===== config.mk =====
export PLATFORM = sky130hd
export DESIGN_NAME = pfo_fault_override
export DESIGN_NICKNAME = d
export VERILOG_FILES = /design/src/rtl/pfo_pkg.sv /design/src/rtl/pfo_fault_override.sv
export SDC_FILE = /design/constraint.sdc
export NUM_CORES = 1
export LEC_CHECK = 0
export ABC_AREA = 1
export ABC_CLOCK_PERIOD_IN_PS = 3700
export BUFFER_PORTS_ARGS = -buffer_cell sky130_fd_sc_hd__buf_2
export CELL_PAD_IN_SITES_DETAIL_PLACEMENT = 0
export CELL_PAD_IN_SITES_GLOBAL_PLACEMENT = 1
export CORE_MARGIN = 2
export CORE_UTILIZATION = 35
export DETAILED_ROUTE_END_ITERATION = 10
export GPL_TIMING_DRIVEN = 0
export PLACE_DENSITY_LB_ADDON = 0.1
export SLEW_MARGIN = 10
export SYNTH_ARGS = -nofsm -noshare
export SYNTH_HDL_FRONTEND = slang
export SYNTH_SLANG_ARGS = --single-unit

===== constraint.sdc =====
create_clock -name core_clk_i -period 3.7 [get_ports core_clk_i]
set_input_delay 0.37 -clock core_clk_i [delete_from_list [all_inputs] [get_ports core_clk_i]]
set_output_delay 0.37 -clock core_clk_i [all_outputs]
set_load 0.005 [all_outputs]

===== src/rtl/pfo_pkg.sv =====
// Package for the PWM fault override block: register map, fields, resets
package pfo_pkg;
  localparam int unsigned ADDR_W = 4;
  // Byte offsets of the Avalon word registers
  localparam logic [3:0] OFF_CTRL = 4'h0;
  localparam logic [3:0] OFF_STATUS = 4'h4;
  localparam logic [3:0] OFF_MASK = 4'h8;
  localparam logic [3:0] OFF_DATA = 4'hC;
  // Control register fields
  localparam int unsigned SRC_LSB = 3;
  localparam int unsigned SRC_MSB = 7;
  localparam int unsigned POL_BIT = 2;
  localparam int unsigned MOD_LSB = 0;
  localparam int unsigned MOD_MSB = 1;
  localparam logic [15:0] CTRL_RST = 16'h00F8;
  localparam logic [4:0] SRC_RESERVED = 5'h1E;
  // Fault modes
  localparam logic [1:0] MODE_LATCH = 2'h0;
  localparam logic [1:0] MODE_CYCLE = 2'h1;
  localparam logic [1:0] MODE_RSVD = 2'h2;
  localparam logic [1:0] MODE_OFF = 2'h3;
  // Status and mask bits
  localparam int unsigned ST_FAULT = 0;
  localparam int unsigned ST_RELEASE = 1;
  localparam int unsigned ST_W = 2;
  // Override data register: bit 0 high output, bit 1 low output
  localparam int unsigned OVR_HI = 0;
  localparam int unsigned OVR_LO = 1;
  // Latch clear command is bit 0 of a write to the status offset's second byte
  localparam int unsigned LATCH_CLR_BIT = 8;
endpackage : pfo_pkg


===== src/rtl/pfo_fault_override.sv =====
// PWM generator fault select, polarity and override with Avalon-MM registers
//
// Chosen here: the register addresses and register access over Avalon-MM.
`timescale 1ns/1ps
module pfo_fault_override (
  input wire logic core_clk_i,
  input wire logic arst_n_i,
  input wire logic [31:0] fault_i,
  input wire logic pwm_high_i,
  input wire logic pwm_low_i,
  input wire logic pwm_cycle_start_i,
  input wire logic pwm_timebase_enable_i,
  input wire logic [pfo_pkg::ADDR_W-1:0] avs_address_i,
  input wire logic avs_read_i,
  input wire logic avs_write_i,
  input wire logic [31:0] avs_writedata_i,
  input wire logic [3:0] avs_byteenable_i,
  output logic [31:0] avs_readdata_o,
  output logic avs_waitrequest_o,
  output logic pwm_high_output_o,
  output logic pwm_low_output_o,
  output logic fault_override_active_o,
  output logic irq_o
);

  typedef struct packed {
    logic [31:0] flt_s1;
    logic [31:0] flt_s2;
    logic [15:0] ctrl;
    logic [1:0] fault_override_data;
    logic [pfo_pkg::ST_W-1:0] status;
    logic [pfo_pkg::ST_W-1:0] mask;
    logic active_d;
    logic override;
    logic ack;
    logic [31:0] rdata;
    logic hi;
    logic lo;
    logic irq;
  } pfo_state_t;

  logic rst_s1_reg;
  logic rst_n_reg;
  pfo_state_t st_reg;
  pfo_state_t st_next;

  // ---------------------------------------------------------------------
  // Reset release
  // ---------------------------------------------------------------------
  always_ff @(posedge core_clk_i or negedge arst_n_i) begin
    if (!arst_n_i) begin
      rst_s1_reg <= 1'b0;
      rst_n_reg <= 1'b0;
    end else begin
      rst_s1_reg <= 1'b1;
      rst_n_reg <= rst_s1_reg;
    end
  end

  logic [4:0] fault_source_select;
  logic fault_polarity;
  logic [1:0] fault_mode;
  logic raw;
  logic fault_active;
  logic fault_rise;
  logic hit_ctrl;
  logic hit_status;
  logic hit_mask;
  logic hit_data;
  logic [pfo_pkg::ST_W-1:0] ev;
  logic [pfo_pkg::ST_W-1:0] w1c;
  logic latch_clr;

  assign fault_source_select = st_reg.ctrl[pfo_pkg::SRC_MSB:pfo_pkg::SRC_LSB];
  assign fault_polarity = st_reg.ctrl[pfo_pkg::POL_BIT];
  assign fault_mode = st_reg.ctrl[pfo_pkg::MOD_MSB:pfo_pkg::MOD_LSB];
  assign avs_waitrequest_o = (avs_read_i | avs_write_i) & ~st_reg.ack;
  assign avs_readdata_o = st_reg.rdata;
  assign pwm_high_output_o = st_reg.hi;
  assign pwm_low_output_o = st_reg.lo;
  assign fault_override_active_o = st_reg.override;
  assign irq_o = st_reg.irq;

  // ---------------------------------------------------------------------
  // Next state
  // ---------------------------------------------------------------------
  always_comb begin
    st_next = st_reg;
    // -------------------------------------------------------------------
    // Fault select and polarity
    // -------------------------------------------------------------------
    st_next.flt_s1 = fault_i;
    st_next.flt_s2 = st_reg.flt_s1;
    // Reserved code picks no input, so the fault never fires from it
    if (fault_source_select == pfo_pkg::SRC_RESERVED) begin
      raw = 1'b0;
    end else begin
      raw = st_reg.flt_s2[fault_source_select] ^ fault_polarity;
    end
    // Reserved mode treated like disabled: safest undefined choice
    fault_active = raw & (fault_mode != pfo_pkg::MODE_OFF)
      & (fault_mode != pfo_pkg::MODE_RSVD);
    fault_rise = fault_active & ~st_reg.active_d;
    st_next.active_d = fault_active;

    // -------------------------------------------------------------------
    // Address decode
    // -------------------------------------------------------------------
    hit_ctrl = 1'b0;
    hit_status = 1'b0;
    hit_mask = 1'b0;
    hit_data = 1'b0;
    if (avs_address_i == pfo_pkg::OFF_CTRL) begin
      hit_ctrl = 1'b1;
    end else if (avs_address_i == pfo_pkg::OFF_STATUS) begin
      hit_status = 1'b1;
    end else if (avs_address_i == pfo_pkg::OFF_MASK) begin
      hit_mask = 1'b1;
    end else if (avs_address_i == pfo_pkg::OFF_DATA) begin
      hit_data = 1'b1;
    end

    // -------------------------------------------------------------------
    // Bus answer and register writes
    // -------------------------------------------------------------------
    // One wait state: waitrequest drops in the cycle after the request
    st_next.ack = (avs_read_i | avs_write_i) & ~st_reg.ack;
    w1c = '0;
    latch_clr = 1'b0;
    // Write lands on the edge where waitrequest is seen low, not earlier
    if (avs_write_i && st_reg.ack) begin
      if (hit_ctrl) begin
        if (avs_byteenable_i[0]) st_next.ctrl[7:0] = avs_writedata_i[7:0];
        if (avs_byteenable_i[1]) st_next.ctrl[15:8] = avs_writedata_i[15:8];
      end else if (hit_status && avs_byteenable_i[0]) begin
        w1c = avs_writedata_i[pfo_pkg::ST_W-1:0];
      end else if (hit_mask && avs_byteenable_i[0]) begin
        st_next.mask = avs_writedata_i[pfo_pkg::ST_W-1:0];
      end else if (hit_data && avs_byteenable_i[0]) begin
        st_next.fault_override_data = avs_writedata_i[1:0];
      end
      if (hit_status && avs_byteenable_i[1]) begin
        latch_clr = avs_writedata_i[pfo_pkg::LATCH_CLR_BIT];
      end
    end
    // -------------------------------------------------------------------
    // Read data
    // -------------------------------------------------------------------
    // Registered one edge early so it stands when waitrequest is low
    st_next.rdata = '0;
    if (avs_read_i && st_next.ack) begin
      if (hit_ctrl) begin
        st_next.rdata = {16'h0000, st_reg.ctrl};
      end else if (hit_status) begin
        st_next.rdata = {30'h0, st_reg.status};
        st_next.rdata[pfo_pkg::LATCH_CLR_BIT] = st_reg.override;
      end else if (hit_mask) begin
        st_next.rdata = {30'h0, st_reg.mask};
      end else if (hit_data) begin
        st_next.rdata = {30'h0, st_reg.fault_override_data};
      end
    end

    // -------------------------------------------------------------------
    // Override control
    // -------------------------------------------------------------------
    ev = '0;
    if (fault_active && !st_reg.override) begin
      st_next.override = 1'b1;
      ev[pfo_pkg::ST_FAULT] = 1'b1;
    end else if (st_reg.override && !fault_active) begin
      if (fault_mode == pfo_pkg::MODE_LATCH) begin
        if (latch_clr) begin
          st_next.override = 1'b0;
          ev[pfo_pkg::ST_RELEASE] = 1'b1;
        end
      end else if (pwm_cycle_start_i) begin
        st_next.override = 1'b0;
        ev[pfo_pkg::ST_RELEASE] = 1'b1;
      end
    end
    // Cycle mode reasserts instantly with no edge wait; latched edge is noted
    if (fault_rise) ev[pfo_pkg::ST_FAULT] = 1'b1;

    // -------------------------------------------------------------------
    // Status and interrupt
    // -------------------------------------------------------------------
    // Set wins over write-one-to-clear
    st_next.status = (st_reg.status & ~w1c) | ev;
    st_next.irq = |(st_next.status & st_next.mask);

    // -------------------------------------------------------------------
    // Output drive
    // -------------------------------------------------------------------
    // Outputs switch on the same edge as the override, saving a cycle
    if (st_next.override) begin
      st_next.hi = st_next.fault_override_data[pfo_pkg::OVR_HI];
      st_next.lo = st_next.fault_override_data[pfo_pkg::OVR_LO];
    end else begin
      st_next.hi = pwm_high_i;
      st_next.lo = pwm_low_i;
    end
  end

  // Time base enable is only advisory here: polarity writes are not blocked
  logic unused_tb;
  assign unused_tb = pwm_timebase_enable_i;

  // ---------------------------------------------------------------------
  // Register update
  // ---------------------------------------------------------------------
  always_ff @(posedge core_clk_i or negedge rst_n_reg) begin
    if (!rst_n_reg) begin
      st_reg <= '0;
      st_reg.ctrl <= pfo_pkg::CTRL_RST;
    end else begin
      st_reg <= st_next;
    end
  end

endmodule : pfo_fault_override


Word-level counts from Yosys, hierarchy flattened
Index checks and enable logic that the tools add are counted.
{"block": "totals", "inputBits": 80, "regBits": 126}
{"block": "op_classes", "bitwise_logic": 12, "mux": 45, "n_eq_ne": 6, "n_reduce_logical": 15, "n_lt_le_gt_ge": 1}
{"op": "$mux 16", "n": 2}
{"op": "$mux 2", "n": 15}
{"op": "$mux 1", "n": 26}
{"op": "$mux 9", "n": 1}
{"op": "$eq 4x4->1 const B", "n": 2}
{"op": "$logic_and 1x1->1", "n": 8}
{"op": "$lt 5x6->1 const B", "n": 1}
{"op": "$reduce_and 3->1", "n": 2}
{"op": "$bmux 1 s5", "n": 1}
{"op": "$eq 5x5->1 const B", "n": 1}
{"op": "$and 1x1->1", "n": 4}
{"op": "$and 2x2->2", "n": 2}
{"op": "$eq 4x3->1 const B", "n": 1}
{"op": "$logic_not 4->1", "n": 1}
{"op": "$ne 2x2->1 const B", "n": 2}
{"op": "$logic_not 1->1", "n": 2}
{"op": "$logic_not 2->1", "n": 1}
{"op": "$not 1->1", "n": 2}
{"op": "$not 2->2", "n": 1}
{"op": "$or 2x2->2", "n": 1}
{"op": "$reduce_or 2->1", "n": 1}
{"op": "$or 1x1->1", "n": 1}
{"op": "$xor 1x1->1", "n": 1}

Logic depth before layout (Yosys ltp)
{"block": "logic_depth", "depth_word": 13, "mapped_depth": 16}

Least setup slack after synthesis
Ideal clock, no wire load.
{"block": "synth_path", "kind": "reg-to-reg", "start": "register st_reg (netlist bit fault_source_select[0])", "end": "register st_reg (netlist bit irq_o)", "setup_ps": 117, "t_arrival_ps": 1540, "path_stages_with_launch": 16, "synth_period_minus_slack_ps": 1656, "path_slack_ps": 2044, "path_buffers": 2, "path_cell_list": "dfstp_2 > buf_6 > inv_6 > buf_12 > nand2_2 > nand3_2 > nand3_1 > nand2_1 > nand2_1 > nand3_2 > nand3_2 > nand3_4 > nand2_2 > nand2_2 > nand2_1 > nand2_1"}
{"item": "start: declaration", "line": "pfo_fault_override.sv:44", "source": "pfo_state_t st_reg;"}
{"item": "start signal: assignment", "line": "pfo_fault_override.sv:217", "source": "st_reg <= st_next;"}

==> metrics.txt <==
status finished, final reports clean; setup TNS 0 ns; die footprint 0.01260 mm^2; worst reg2reg setup slack 1.84 ns; fin. max-slew vios 0; Pre-antenna DRT Iters 4; htree depth 3; part of the cycle the worst path needs 50.32%; Internal 2.000 mW; Hold Crit Start fault_i[28]; VDD IR max 0.2225 mV; Layout fillers 1124; initial core utilization 35.91%; Synth cell types 31; TritonCTS Buffers 9; CP Cell Sequence buf_4 > inv_2 > buf_6 > nand3_1 > nand3_1 > nand2_1 > nand2_1 > nand3_2 > nand2_2 > nand2_2 > nand3_4 > nand2_2 > nand2_2 > nand2_1 > nand2_1; worst hold path depth 1; Fin Clk Skew 0.007565 ns; Comb pwr share 16.0%; sequential share of the synthesized area 67.29%; IO Count 117; core area 0.01142 mm^2; drt total wl 7553 um; Die X 112.2 um; routed vias/inst 4.219; synth top area cells dfrtp_1 (64%), nand2_1 (6.3%), buf_4 (6.0%), nand3_1 (3.3%), dfstp_2 (3.2%); Synth area leader dfrtp_1; initial antenna violation count 0; Rows 39; DP HPWL 5599 um; first-pass GRT wire length 12710 um; synthesized area 0.004100 mm^2; clock sinks 110; GRT Overall Usage 12.98%; number of buffers added for setup after CTS 0; max incr delay on CP 0.52 ns; CTS Root Buffer Type clkbuf_16; Resize count post-CTS 0; HP Class in -> reg; leakage 2.593 nW; Crit Path Max Fanout 10; DR vias 2582; top-area cell type share of the netlist area 64.08%; clock share of power 34.1%; R2R Path Start fault_source_select[1]; post-synthesis cell count 354; Util after Layout 44.64%; CTS Buffer Depth 2; remaining global-route overflow 0; setup repair after global routing missed its margin no; WP data arrival 2.10 ns; CP startpoint fault_source_select[1]; synthesized flop and latch total 110; Die Height 112.2 um; RR Endpoint irq_o; Antenna diodes 0; Nets 544; synth-to-layout area growth 24.32%; vias in the first global route 2627; final setup fails 0; Port Buffers 81; largest net degree at the start of global routing 44; P per Cell Area 542.0 mW/mm^2; crit path capture type flip-flop; Max Cap Violations 0; synthesized area per cell 11.58 um^2; multi-input logic area 980.9 um^2; drt drc 0; required time worst endpoint 3.94 ns; Post-DRT Antenna Nets 0; switching share of power 27.60%; NetSw 0.7626 mW; register area 0.002763 mm^2; worst hold margin 0.1242 ns; FMAX 537.1 MHz; layout cells sized above 1 37.31%; hold endpoint st_next[88]; cell at the slowest stage of the critical path dfstp_2; Iteration-0 DRC Markers 68; startpoint types flip-flop; sequential share of power 49.9%; reg2reg path depth 15; clock transition at the registers of the reported paths 0.07 ns; Yosys warning total 0; post-layout min period 1.862 ns; WL/cell 12.34 um; max FFs per register 48; Placer Congestion 0.8292; kind of critical path reg -> reg; Clock Latency Late Sink 0.34 ns; Final Hold Fails 0; CTS tree yes
## repair_timing
item	in CTS	in global routing
hold buffers	1	0
hold endpoints to repair	2	0
endpoints found under the setup margin	0	0
## critical path, delay by kind of cell (launching register included)
kind | cells | cell delay, ns
flops | 1 | 0.52
buf+inv | 3 | 0.36
simple gates | 12 | 0.89
## layout make-up
| type | instances | share of cell area, % |
|---|---|---|
| plain buffers | 41 | 6.382 |
| clock buffers | 10 | 4.688 |
| clock inverters | 6 | 1.252 |
| inverters | 23 | 1.792 |
| multi-input cells | 195 | 19.24 |
| flip-flops and latches | 110 | 54.20 |
| well taps | 143 | 3.510 |
| repair buffers | 84 | 8.935 |
## placed cells by master (no fill, tap or decap), types with 3 or more instances in the layout
cell type / count
dfstp_2: 5
nor2_1: 13
nand4_1: 3
nand2_2: 11
conb_1: 17
buf_6: 4
inv_1: 19
nand2_1: 69
buf_2: 82
nand3_1: 27
dfrtp_1: 104
nor3_1: 14
o21ai_0: 13
a31oi_1: 3
buf_12: 3
clkbuf_16: 9
inv_2: 3
a21oi_1: 5
buf_4: 33
inv_8: 3
nand3_2: 6
## power by group through the flow
stage / Clock [mW] / Combinational [mW] / Sequential (mW)
6_report: 0.943 / 0.443 / 1.38
5_1_grt: 1.03 / 0.506 / 1.39
4_1_cts: 0.980 / 0.455 / 1.38
3_5_place_dp: 0 / 0.452 / 1.40
3_3_place_gp: 0 / 0.427 / 1.42
2_1_floorplan: 0 / 0.302 / 1.40
## per-stage QoR
step           cell area, um^2  total power [mW]  setup slack, ns  cells
6_report                  5097             2.763            1.838    612
5_1_grt                   5097             2.930            1.619    612
3_5_place_dp              4785             1.854            1.795    595
3_3_place_gp              4741             1.843          -0.6901    593
4_1_cts                   5097             2.816            1.783    612
2_1_floorplan             4156             1.700           0.4175    369
## how the worst max path moves through the flow
stage                              to  slack (ns)  cells past startpoint
floorplan           avs_readdata_o[0]        0.42                      0
global placement           st_reg[70]       -0.69                      0
detailed placement              irq_o        1.80                     15
CTS                             irq_o        1.78                     15
global route                    irq_o        1.62                     15
finish                          irq_o        1.84                     15
## cells by family after synthesis
logic type | after synthesis | synth area share, %
mux | 1 | 0.2746
flops | 110 | 67.29
simple gates | 151 | 18.46
buf+inv | 64 | 10.16
compound gates | 26 | 3.631
other cells | 2 | 0.1832
## cells in the mapped netlist, drive strengths merged
| master | count |
|---|---|
| a21oi | 5 |
| a311oi | 2 |
| a31oi | 3 |
| buf | 39 |
| clkbuf | 2 |
| conb | 2 |
| dfrtp | 105 |
| dfstp | 5 |
| inv | 23 |
| mux2 | 1 |
| nand2 | 80 |
| nand3 | 34 |
| nand4 | 3 |
| nor2 | 14 |
| nor3 | 18 |
| o21ai | 15 |
| o22ai | 1 |
| or2 | 2 |
## layer usage
layer / track usage [%] / vias to the layer above / wire length (um)
met5: 0 / - / 0
met2: 20.12 / 78 / 3491
met4: 5.610 / 0 / 167
met1: 17.31 / 1176 / 3449
li1: - / 1313 / -
met3: 3.510 / 15 / 444
(Power assumes the default switching activity.)
